<file path="config.mk">
export PLATFORM = sky130hd
export DESIGN_NAME = rsp_placer
export DESIGN_NICKNAME = d
export VERILOG_FILES = /design/src/include/rsp_pkg.sv /design/src/core/rsp_placer.sv
export SDC_FILE = /design/constraint.sdc
export NUM_CORES = 2
export LEC_CHECK = 0
export ABC_CLOCK_PERIOD_IN_PS = 113800
export BUFFER_PORTS_ARGS = -buffer_cell sky130_fd_sc_hd__buf_2
export CAP_MARGIN = 20
export CORE_ASPECT_RATIO = 1.75
export CORE_MARGIN = 1.5
export CORE_UTILIZATION = 50
export DETAILED_ROUTE_END_ITERATION = 7
export PLACE_DENSITY = 0.66
export SLEW_MARGIN = 20
export SYNTH_ARGS = -nofsm -noshare
export SYNTH_HDL_FRONTEND = slang
export SYNTH_SLANG_ARGS = --single-unit
</file>
<file path="constraint.sdc">
create_clock -name core_clk_in -period 113.8 [get_ports core_clk_in]
set_input_delay 11.38 -clock core_clk_in [delete_from_list [all_inputs] [get_ports core_clk_in]]
set_output_delay 11.38 -clock core_clk_in [all_outputs]
set_load 0.01 [all_outputs]
</file>
<file path="src/include/rsp_pkg.sv">
`default_nettype none
package rsp_pkg;
   // Superframe geometry
   localparam int ZONES = 16;
   localparam int SLOTS = 16;
   localparam int MAP_W = ZONES * SLOTS;
   // Column blocks should end inside this many leading slots of a zone
   localparam logic [3:0] COL_EARLY_SLOTS = 4'h8;
   // Superframes allowed to bring placements back into line after a change
   localparam logic [5:0] COMPACTION_DEADLINE_SF = 6'h20;
   // Shortest latency that may drive slot selection, in microseconds
   localparam logic [15:0] MIN_LATENCY_US = 16'h0FA0;
   // Zone preference ranks, earlier set is better
   localparam logic [1:0] RANK_SET0 = 2'h0;
   localparam logic [1:0] RANK_SET1 = 2'h1;
   localparam logic [1:0] RANK_SET2 = 2'h2;
   localparam logic [1:0] RANK_SET3 = 2'h3;
   localparam logic [3:0] ZONE_MID = 4'h8;

   // Placement request from the reservation manager
   typedef struct packed {
      logic latency_mode;        // Slots chosen for latency, else for block length
      logic row;                 // Row component, else column component
      logic skip_zone0;          // Row component leaves zone zero out
      logic oversize;            // Slots come from an oversize reservation_element
      logic [15:0] latency_us;   // Latency bound in latency mode
      logic [4:0] len;           // Block length in medium_slot units, 1 to 16
      logic [4:0] count;         // Column blocks wanted, one per zone
   } rsp_req_type;

   // Result of an earliest-fit or latest-fit search in one slot map
   typedef struct packed {
      logic ok;
      logic [3:0] start;
   } rsp_fit_type;

   // Placement status
   typedef struct packed {
      logic valid;               // Placement in force satisfies the request
      logic fail;                // No legal placement exists
      logic pending;             // New placement waits for a superframe boundary
      logic late;                // Compaction deadline passed
   } rsp_status_type;
endpackage
`default_nettype wire

</file>
<file path="src/core/rsp_placer.sv">
// Operation
// - Slots are chosen for a latency bound no shorter than 4 ms, or else for a minimum block length.
// - A row component uses one block per zone at the highest offset that fits in every zone.
// - Column blocks are placed inside the first eight slots of their zones whenever possible.
// - Failing that, column blocks are chosen to keep the highest slot used as low as possible.
// - Among equal candidates, zones are taken from the earliest preference set 8, 4/12, even, odd.
// - Within the same preference set, the zone whose block ends lowest is taken first.
// - Each column block starts at the earliest available slot of its zone.
// - A change of slot availability forces a re-check, unless a refused request is taken in the cycle it would start, and any fix lands within 32 superframes.
// - Oversize requests may ignore the location preferences and take the first zones that fit.
// - Zone zero never carries a column block.
`default_nettype none
module rsp_placer (
   input wire logic core_clk_in,
   input wire logic srst_in,
   input wire logic start_in,
   input wire rsp_pkg::rsp_req_type req_in,
   input wire logic [rsp_pkg::MAP_W-1:0] avail_in,
   input wire logic avail_change_in,
   input wire logic sf_tick_in,
   output logic busy_out,
   output logic [rsp_pkg::MAP_W-1:0] place_out,
   output rsp_pkg::rsp_status_type status_out
);
   import rsp_pkg::*;

   typedef enum logic [3:0] {
      ST_IDLE = 4'b0001,
      ST_ROW = 4'b0010,
      ST_COL = 4'b0100,
      ST_DONE = 4'b1000
   } rsp_state_type;

   // Mask of len ones at the bottom
   function automatic logic [SLOTS-1:0] len_mask(input logic [4:0] len);
      logic [SLOTS:0] m;
      m = (17'h0_0001 << len) - 17'h0_0001;
      return m[SLOTS-1:0];
   endfunction

   function automatic rsp_fit_type fit_first(input logic [SLOTS-1:0] m, input logic [4:0] len);
      rsp_fit_type f;
      logic [SLOTS-1:0] k;
      f = '0;
      k = len_mask(len);
      for (int s = SLOTS - 1; s >= 0; s--) begin
         if ((5'(s) + len <= 5'(SLOTS)) && (((m >> s) & k) == k) && (len != 5'h0_0)) begin
            f.ok = 1'b1;
            f.start = 4'(s);
         end
      end
      return f;
   endfunction

   function automatic rsp_fit_type fit_last(input logic [SLOTS-1:0] m, input logic [4:0] len);
      rsp_fit_type f;
      logic [SLOTS-1:0] k;
      f = '0;
      k = len_mask(len);
      for (int s = 0; s < SLOTS; s++) begin
         if ((5'(s) + len <= 5'(SLOTS)) && (((m >> s) & k) == k) && (len != 5'h0_0)) begin
            f.ok = 1'b1;
            f.start = 4'(s);
         end
      end
      return f;
   endfunction

   function automatic logic [1:0] zone_rank(input logic [3:0] z);
      if (z == ZONE_MID) begin
         return RANK_SET0;
      end else if (z[1:0] == 2'h0 && z != 4'h0) begin
         return RANK_SET1;
      end else if (z[0] == 1'b0 && z != 4'h0) begin
         return RANK_SET2;
      end
      return RANK_SET3;
   endfunction

   rsp_state_type state_reg, state_next;
   rsp_req_type req_reg, req_next;
   logic [MAP_W-1:0] work_reg, work_next;
   logic [MAP_W-1:0] place_reg, place_next;
   logic [ZONES-1:0] used_reg, used_next;
   logic [4:0] picks_reg, picks_next;
   logic [5:0] sf_cnt_reg, sf_cnt_next;
   logic recheck_reg, recheck_next;
   rsp_status_type stat_reg, stat_next;

   // Slots free in every zone taking part in a row component
   logic [SLOTS-1:0] row_common;
   // zone z owns map bits z*SLOTS up
   always_comb begin
      row_common = '1;
      for (int z = 0; z < ZONES; z++) begin
         if (!(z == 0 && req_reg.skip_zone0)) begin
            row_common = row_common & avail_in[z*SLOTS +: SLOTS];
         end
      end
   end

   // Best remaining zone for the next column block
   logic best_ok;
   logic [3:0] best_zone;
   logic [3:0] best_start;
   always_comb begin
      rsp_fit_type f;
      logic [3:0] end_slot;
      logic over;
      logic [10:0] key;
      logic [10:0] best_key;
      f = '0;
      end_slot = '0;
      over = 1'b0;
      key = '0;
      best_key = '1;
      best_ok = 1'b0;
      best_zone = '0;
      best_start = '0;
      for (int z = 1; z < ZONES; z++) begin
         f = fit_first(avail_in[z*SLOTS +: SLOTS], req_reg.len);
         end_slot = f.start + req_reg.len[3:0] - 4'h1;
         over = (f.start + req_reg.len) > {1'b0, COL_EARLY_SLOTS};
         // early fit first, then lowest end slot
         // then preference set, then lowest end
         key = {over, over ? end_slot : 4'h0, zone_rank(4'(z)), end_slot};
         // oversize takes zones in plain order
         if (req_reg.oversize) begin
            key = {7'h00, 4'(z)};
         end
         if (f.ok && !used_reg[z] && (!best_ok || key < best_key)) begin
            best_ok = 1'b1;
            best_key = key;
            best_zone = 4'(z);
            best_start = f.start;
         end
      end
   end

   // Search engine and commit of placements
   always_comb begin
      rsp_fit_type rf;
      logic differs;
      state_next = state_reg;
      req_next = req_reg;
      work_next = work_reg;
      place_next = place_reg;
      used_next = used_reg;
      picks_next = picks_reg;
      sf_cnt_next = sf_cnt_reg;
      recheck_next = recheck_reg | avail_change_in;
      stat_next = stat_reg;
      rf = fit_last(row_common, req_reg.len);
      differs = (work_reg != place_reg);
      // superframes counted while a fix is outstanding; a finished check clears them below
      if (recheck_reg || stat_reg.pending) begin
         if (sf_tick_in && sf_cnt_reg != COMPACTION_DEADLINE_SF) begin
            sf_cnt_next = sf_cnt_reg + 6'h01;
         end
      end
      if (sf_cnt_reg == COMPACTION_DEADLINE_SF) begin
         stat_next.late = 1'b1;
      end
      case (state_reg)
         ST_IDLE: begin
            if (start_in || recheck_reg) begin
               recheck_next = avail_change_in;
               work_next = '0;
               used_next = '0;
               picks_next = '0;
               stat_next.fail = 1'b0;
               // latency mode or the row flag selects the row component
               if (start_in && req_in.latency_mode && req_in.latency_us < MIN_LATENCY_US) begin
                  // Refused request is not kept, so a later re-check reuses the last good one
                  stat_next.fail = 1'b1;
                  stat_next.valid = 1'b0;
               end else begin
                  if (start_in) begin
                     req_next = req_in;
                     req_next.row = req_in.row | req_in.latency_mode;
                  end
                  if (start_in ? (req_in.row || req_in.latency_mode) : req_reg.row) begin
                     state_next = ST_ROW;
                  end else begin
                     state_next = ST_COL;
                  end
               end
            end
         end
         ST_ROW: begin
            // one block per zone at the same offset
            if (rf.ok) begin
               for (int z = 0; z < ZONES; z++) begin
                  if (!(z == 0 && req_reg.skip_zone0)) begin
                     work_next[z*SLOTS +: SLOTS] = len_mask(req_reg.len) << rf.start;
                  end
               end
            end else begin
               stat_next.fail = 1'b1;
            end
            state_next = ST_DONE;
         end
         ST_COL: begin
            if (picks_reg == req_reg.count) begin
               state_next = ST_DONE;
            end else if (!best_ok) begin
               stat_next.fail = 1'b1;
               state_next = ST_DONE;
            end else begin
               work_next[best_zone*SLOTS +: SLOTS] = len_mask(req_reg.len) << best_start;
               used_next[best_zone] = 1'b1;
               picks_next = picks_reg + 5'h0_1;
            end
         end
         ST_DONE: begin
            // a differing result waits for the next superframe
            if (stat_reg.fail) begin
               place_next = '0;
               stat_next.valid = 1'b0;
               stat_next.pending = 1'b0;
               sf_cnt_next = '0;
               state_next = ST_IDLE;
            end else if (!differs) begin
               stat_next.valid = 1'b1;
               stat_next.pending = 1'b0;
               stat_next.late = 1'b0;
               sf_cnt_next = '0;
               state_next = ST_IDLE;
            end else begin
               stat_next.pending = 1'b1;
               if (sf_tick_in) begin
                  place_next = work_reg;
                  stat_next.valid = 1'b1;
                  stat_next.pending = 1'b0;
                  sf_cnt_next = '0;
                  state_next = ST_IDLE;
               end
            end
         end
         default: begin
            state_next = ST_IDLE;
         end
      endcase
   end

   // State registers
   always_ff @(posedge core_clk_in) begin
      if (srst_in) begin
         state_reg <= ST_IDLE;
         req_reg <= '0;
         work_reg <= '0;
         place_reg <= '0;
         used_reg <= '0;
         picks_reg <= '0;
         sf_cnt_reg <= '0;
         recheck_reg <= 1'b0;
         stat_reg <= '0;
      end else begin
         state_reg <= state_next;
         req_reg <= req_next;
         work_reg <= work_next;
         place_reg <= place_next;
         used_reg <= used_next;
         picks_reg <= picks_next;
         sf_cnt_reg <= sf_cnt_next;
         recheck_reg <= recheck_next;
         stat_reg <= stat_next;
      end
   end

   // Outputs
   assign busy_out = (state_reg != ST_IDLE);
   assign place_out = place_reg;
   assign status_out = stat_reg;
endmodule
`default_nettype wire

</file>
After elaboration in Yosys (flattened, before gate mapping)

Cells that the tools add are included.

Register bits after elaboration: 561
Bits in latches: 0
Memory bits (writable): 0
Memory bits (read-only): 0
Input bits: 291
Output and inout port bits: 261
Logic and storage cells: 1691
Memories kept: 0

Add/subtract/negate cells: 64
$mul: 0
Div/mod/pow operators: 0
Order comparisons: 48
Equal/unequal tests: 276
Shifts and indexed selects: 5
Multiplexer cells: 401
Bitwise operators: 275
Reductions and logical operators: 605

Operators with widths:

| cell                                 | number |
|---|---|
| == test 16 bit                       | 256 |
| two-way mux 256 bit                  | 7 |
| two-way mux 5 bit                    | 259 |
| one-hot mux 256 bit (3 select lines) | 1 |
| logical AND 1 bit                    | 545 |
| bitwise AND 16 bit                   | 31 |
| two-way mux 11 bit                   | 29 |
| bitwise AND 1 x 16 -> 16 bit         | 16 |
| bitwise AND 10 x 16 -> 16 bit        | 16 |
| bitwise AND 11 x 16 -> 16 bit        | 16 |
| bitwise AND 12 x 16 -> 16 bit        | 16 |
| bitwise AND 13 x 16 -> 16 bit        | 16 |
| bitwise AND 14 x 16 -> 16 bit        | 16 |
| bitwise AND 15 x 16 -> 16 bit        | 16 |
| bitwise AND 2 x 16 -> 16 bit         | 16 |
| bitwise AND 3 x 16 -> 16 bit         | 16 |
| bitwise AND 4 x 16 -> 16 bit         | 16 |
| bitwise AND 5 x 16 -> 16 bit         | 16 |
| bitwise AND 6 x 16 -> 16 bit         | 16 |
| bitwise AND 7 x 16 -> 16 bit         | 16 |
| bitwise AND 8 x 16 -> 16 bit         | 16 |
| bitwise AND 9 x 16 -> 16 bit         | 16 |
| bitwise mux 256 bit                  | 1 |
| inequality test 256 bit              | 1 |
| 56 further kinds                     | 304 |

Depth between registers and ports, before layout

Depth after elaboration: 91
Gate-level depth with buffers: 233
Gate-level depth less buffers: 207

Worst setup path before layout

OpenSTA, ideal clock, no wires.

Path kind: input to register
Start: input avail_in[42] (netlist bit)
End: register work_reg[5]
Setup time: 128 ps
Arrival: 46576 ps
Required time: 113672 ps
Path slack: 67096 ps
Stages: 198
Buffers on the path: 23
Path through: clkbuf_1 inv_1 a22oi_1 o221ai_1 or4b_1 or3_1 o21ai_0 a21oi_1 a21oi_1 o21ai_0 inv_1 ha_1 inv_1 fa_1 inv_1 a21o_1 a21oi_1 xnor2_1 (+162 left out) o21ai_0 nand2b_1 a21oi_1 o21ai_0 nand2_1 nand2_1 a211oi_4 nand2b_1 inv_1 ha_1 inv_1 or4_1 clkbuf_1 nand2_1 nand2_1 o31a_1 a31oi_1 nor2_1

Longest elaborated chain between the ends: 81
Elaborated cells on any way between the ends: 260
Classes of those cells: 4 x add/sub; 15 x order compare; 24 x eq/ne; 4 x shift; 90 x mux; 36 x bitwise; 87 x reduce/logical

Ends and longest elaborated chain:

| what                                                                                        | RTL line                             | RTL |
|---|---|---|
| from (decl)                                                                                 | rsp_placer.sv:18                     | `input wire logic [rsp_pkg::MAP_W-1:0] avail_in,` |
| bitwise AND 6 x 16 -> 16 bit                                                                | rsp_placer.sv:47                     | `if ((5'(s) + len <= 5'(SLOTS)) && (((m >> s) & k) == k) && (len != 5'h0_0)) begin` |
| == test 16 bit                                                                              | rsp_placer.sv:47                     |  |
| logical AND 1 bit (2 in a row)                                                              | rsp_placer.sv:47                     |  |
| two-way mux 5 bit (11 in a row)                                                             | rsp_placer.sv:47                     |  |
| adder 4 x 5 -> 5 bit or adder 4 bit (tied branches)                                         | rsp_placer.sv:123, rsp_placer.sv:122 |  |
| > comparator 5 x 4 -> 1 bit or subtractor 4 x 1 -> 4 bit (tied branches)                    | rsp_placer.sv:123, rsp_placer.sv:122 |  |
| two-way mux 4 bit                                                                           | rsp_placer.sv:126                    | `key = {over, over ? end_slot : 4'h0, zone_rank(4'(z)), end_slot};` |
| two-way mux 11 bit                                                                          | rsp_placer.sv:128                    | `if (req_reg.oversize) begin` |
| (+54 left out)                                                                              | n/a                                  |  |
| logical AND 1 bit                                                                           | rsp_placer.sv:131                    | `if (f.ok && !used_reg[z] && (!best_ok \|\| key < best_key)) begin` |
| two-way mux 4 bit                                                                           | rsp_placer.sv:131                    |  |
| negation 8 -> 34 bit or left shift 16 x 4 -> 16 bit (tied branches)                         | rsp_placer.sv:210                    | `work_next[best_zone*SLOTS +: SLOTS] = len_mask(req_reg.len) << best_start;` |
| indexed part select 16 x 34 -> 256 bit or variable shift 16 x 34 -> 256 bit (tied branches) | rsp_placer.sv:210                    |  |
| bitwise mux 256 bit                                                                         | rsp_placer.sv:210                    |  |
| two-way mux 256 bit                                                                         | rsp_placer.sv:206                    | `end else if (!best_ok) begin` |
| two-way mux 256 bit                                                                         | rsp_placer.sv:204                    | `if (picks_reg == req_reg.count) begin` |
| one-hot mux 256 bit (3 select lines)                                                        | rsp_placer.sv:164                    | `case (state_reg)` |
| to (signal assigned)                                                                        | rsp_placer.sv:261                    | `work_reg <= work_next;` |
| to (decl)                                                                                   | rsp_placer.sv:82                     | `logic [MAP_W-1:0] work_reg, work_next;` |

Parallel ways exist; a longest one is shown, timed or not. The select of a mux whose other input is x is not followed.
A chain may end at the register's enable or synchronous reset.

Final worst setup path

Start: input avail_in[29] (netlist bit)
End: register work_reg[209]

Longest elaborated chain between the ends: 85
Elaborated cells on any way between the ends: 292
Classes of those cells: 4 x add/sub; 15 x order compare; 30 x eq/ne; 4 x shift; 96 x mux; 43 x bitwise; 100 x reduce/logical

Ends and longest elaborated chain:

| what                                                                                        | RTL line |
|---|---|
| bitwise AND 3 x 16 -> 16 bit                                                                | rsp_placer.sv:47 |
| == test 16 bit                                                                              | rsp_placer.sv:47 |
| logical AND 1 bit (2 in a row)                                                              | rsp_placer.sv:47 |
| two-way mux 5 bit (14 in a row)                                                             | rsp_placer.sv:47 |
| adder 4 x 5 -> 5 bit or adder 4 bit (tied branches)                                         | rsp_placer.sv:123, rsp_placer.sv:122 |
| > comparator 5 x 4 -> 1 bit or subtractor 4 x 1 -> 4 bit (tied branches)                    | rsp_placer.sv:123, rsp_placer.sv:122 |
| two-way mux 4 bit                                                                           | rsp_placer.sv:126 |
| two-way mux 11 bit                                                                          | rsp_placer.sv:128 |
| (+55 left out)                                                                              | n/a |
| logical AND 1 bit                                                                           | rsp_placer.sv:131 |
| two-way mux 4 bit                                                                           | rsp_placer.sv:131 |
| negation 8 -> 34 bit or left shift 16 x 4 -> 16 bit (tied branches)                         | rsp_placer.sv:210 |
| indexed part select 16 x 34 -> 256 bit or variable shift 16 x 34 -> 256 bit (tied branches) | rsp_placer.sv:210 |
| bitwise mux 256 bit                                                                         | rsp_placer.sv:210 |
| two-way mux 256 bit                                                                         | rsp_placer.sv:206 |
| two-way mux 256 bit                                                                         | rsp_placer.sv:204 |
| one-hot mux 256 bit (3 select lines)                                                        | rsp_placer.sv:164 |

Parallel ways exist; a longest one is shown, timed or not. The select of a mux whose other input is x is not followed.

==> results.json <==
{
  "outcome": "finished, violations left",
  "violations": "DRC",
  "synth_ff_type": "dfxtp_1",
  "rr_worst_depth": 187,
  "cp.required_ns": 114.39,
  "cts_hold_buf": 0,
  "critPathTopFamily": "compound AO/OA/AOI/OAI gates",
  "wire_per_inst_um": 33.8,
  "gp_congestion": 1.09,
  "avgSynthCellArea_um2": 6.97,
  "critPathSlowestCell": "nand2_1",
  "clock_path_buffers": 3,
  "synth_nets": 8702,
  "core-area_um2": 112000,
  "start_util_pct": 50.6,
  "grt_pass1_vias": 65784,
  "max_stage_delay_ns": 0.89,
  "critPathKind": "input pin to flop",
  "hp-class": "flop to flop",
  "cts_tree": "built",
  "rsz0062_at_grt": "false",
  "cts_root_buffer": "clkbuf_16",
  "insertion_delay_ns": 0.68,
  "synth-warning-count": 0,
  "period_needed_ns": 53.43,
  "die_w_um": 257,
  "cp_max_fo": 29,
  "ys_seq_area_share_pct": 19.9,
  "ios": 552,
  "clock_sinks": 560,
  "r2r_start": "req_reg[7]",
  "cts-htree-levels": 2,
  "endpoint_kind": "flop",
  "cts-resized-gates": 0,
  "finClkSkew_ns": 0.0271,
  "worst-path-buf-inv": 17,
  "die_h_um": 448,
  "fin_nets": 8709,
  "fill_cells": 11063,
  "grt_start_max_net_pins": 191,
  "drc": 60,
  "port_buffers": 546,
  "vias": 71540,
  "crit_arrival_ns": 54.02,
  "drive_above_1_share_pct": 12.9,
  "first_pass_iters": 8,
  "reg2reg_slack_ns": 67.15,
  "row_count": 162,
  "mostFrequentLayoutCell": "a21oi_1",
  "max_freq_ghz": 0.0187,
  "dpl.hpwl_um": 232000,
  "post_cts_buffers": 0,
  "hold_violations": 0,
  "grt_overflow": 0,
  "setup_viol": 0,
  "clkSlewWorstSetupHoldPaths_ns": 0.07,
  "multiInputGateArea_um2": 41700,
  "die_area_um2": 115000,
  "synthCells": 8101,
  "async_reset_ff_share_pct": 0,
  "synth-seq-cells": 560,
  "seq_area_um2": 11200,
  "fin_crit_sh_pct": 47.0,
  "numCtsBuffers": 48,
  "final_cell_mix": "a21oi_1, nand2_1, nor2_1, o21ai_0, dfxtp_1",
  "critPathMostFrequentCell": "o21ai_0",
  "synthDistinctLibCells": 131,
  "vias_per_cell": 7.42,
  "setup_tns_ns": 0,
  "tightestPinTransition_ns": 1.37,
  "antenna_left": 0,
  "grt_usage_pct": 54.9,
  "crit_end": "work_reg[209]",
  "finalMaxSlewViolations": 0,
  "maxCapViolCount": 0,
  "area_growth_pct": 9.02,
  "finalWirelength_um": 326000,
  "worstReg2RegEnd": "work_reg[209]",
  "antenna_found_initial": 27,
  "synth_edf_count": 0,
  "cp-startpoint": "avail_in[29]",
  "slew_headroom_pct": 8.95,
  "startpoint_type": "input pin",
  "path_depth": 179,
  "synth_area_um2": 56500,
  "grt_pass1_wl_um": 468000,
  "hp-start": "used_reg[3]",
  "drtIter0Drc": 11180
}
-- cell families (layout without fill, tap and decap cells) --
group	Yosys count	after routing	synth area share [%]
compound gates	2882	2882	33.0
xor+xnor	335	335	5.26
fa+ha+maj	310	310	7.27
buf+inv	1043	1083	7.31
flops	560	560	19.9
mux	106	106	1.97
other cells	0	27	0
simple gates	2865	2865	25.3
-- Yosys cell counts (all sizes together), types with 29 or more instances --
library cell | count | share of area, %
or4 | 38 | 0.51
a211oi | 62 | 0.93
nand2b | 48 | 0.53
o21ai | 600 | 5.4
a31oi | 93 | 1.0
o21a | 35 | 0.47
o22a | 37 | 0.57
clkbuf | 587 | 3.9
nand2 | 765 | 5.1
a21oi | 912 | 8.1
o211ai | 52 | 0.71
nand3 | 146 | 1.3
mux2 | 29 | 0.59
fa | 30 | 1.1
xnor2 | 249 | 3.9
xor2 | 86 | 1.4
inv | 279 | 1.9
or2 | 34 | 0.38
mux2i | 77 | 1.4
a21o | 90 | 1.2
nor3 | 215 | 1.9
dfxtp | 560 | 20
nand4 | 151 | 1.7
buf | 175 | 1.5
nand3b | 263 | 3.5
and3 | 66 | 0.73
and2 | 61 | 0.68
a221oi | 34 | 0.63
nor2b | 67 | 0.75
o221ai | 278 | 4.4
nor2 | 735 | 4.9
o221a | 65 | 1.3
o22ai | 382 | 4.2
nor4 | 150 | 1.7
or3 | 73 | 0.81
ha | 280 | 6.2
-- worst min-delay path by stage --
| stage | to | slack, ns | cells past startpoint |
|---|---|---|---|
| finish | used_reg[3] | 0.47 | 2 |
| global placement | used_reg[15] | 0.45 | 2 |
| global route | place_out[220] | 0.49 | 2 |
| CTS | used_reg[3] | 0.47 | 2 |
| floorplan | used_reg[2] | 0.44 | 2 |
| detailed placement | used_reg[3] | 0.46 | 2 |
-- tightest hold or removal path, cell delays in order (launching register included) --
cell and delay (ns):
dfxtp_1 0.33, a21oi_1 0.04, nor2_1 0.07
-- cell type report --
cell class              count  share of cell area, %
inverters                 281                   1.71
clock inverters            11                  0.185
flip-flops and latches    560                   18.2
multi-input cells        6498                   67.7
well taps                1476                   3.00
diodes                     27                  0.110
clock buffers              72                   2.31
repair buffers            719                   6.78
-- metal layers --
layer	track usage, %	up-vias	routed length, um
li1	-	30083	-
met1	53.1	32897	97600
met2	84.1	6077	140000
met3	19.2	2479	38000
met4	66.4	4	50800
met5	0.641	-	31
-- stage by stage --
stage                     util (%)  cells  area [um^2]  setup slack (ns)  hold WS, ns
after global routing          55.1   9631        61500             57.21        0.489
final                         55.1   9644        61600             60.37        0.469
after global placement        53.3   9516        59600             60.71        0.449
after CTS                     54.7   9601        61100             60.79        0.472
after detailed placement      53.3   9518        59600             60.28        0.455
after floorplan                  -   8101        56500             67.10        0.437
Power is not shown: default switching activity piles up to over one toggle a cycle in this logic, so the estimate is an artifact.
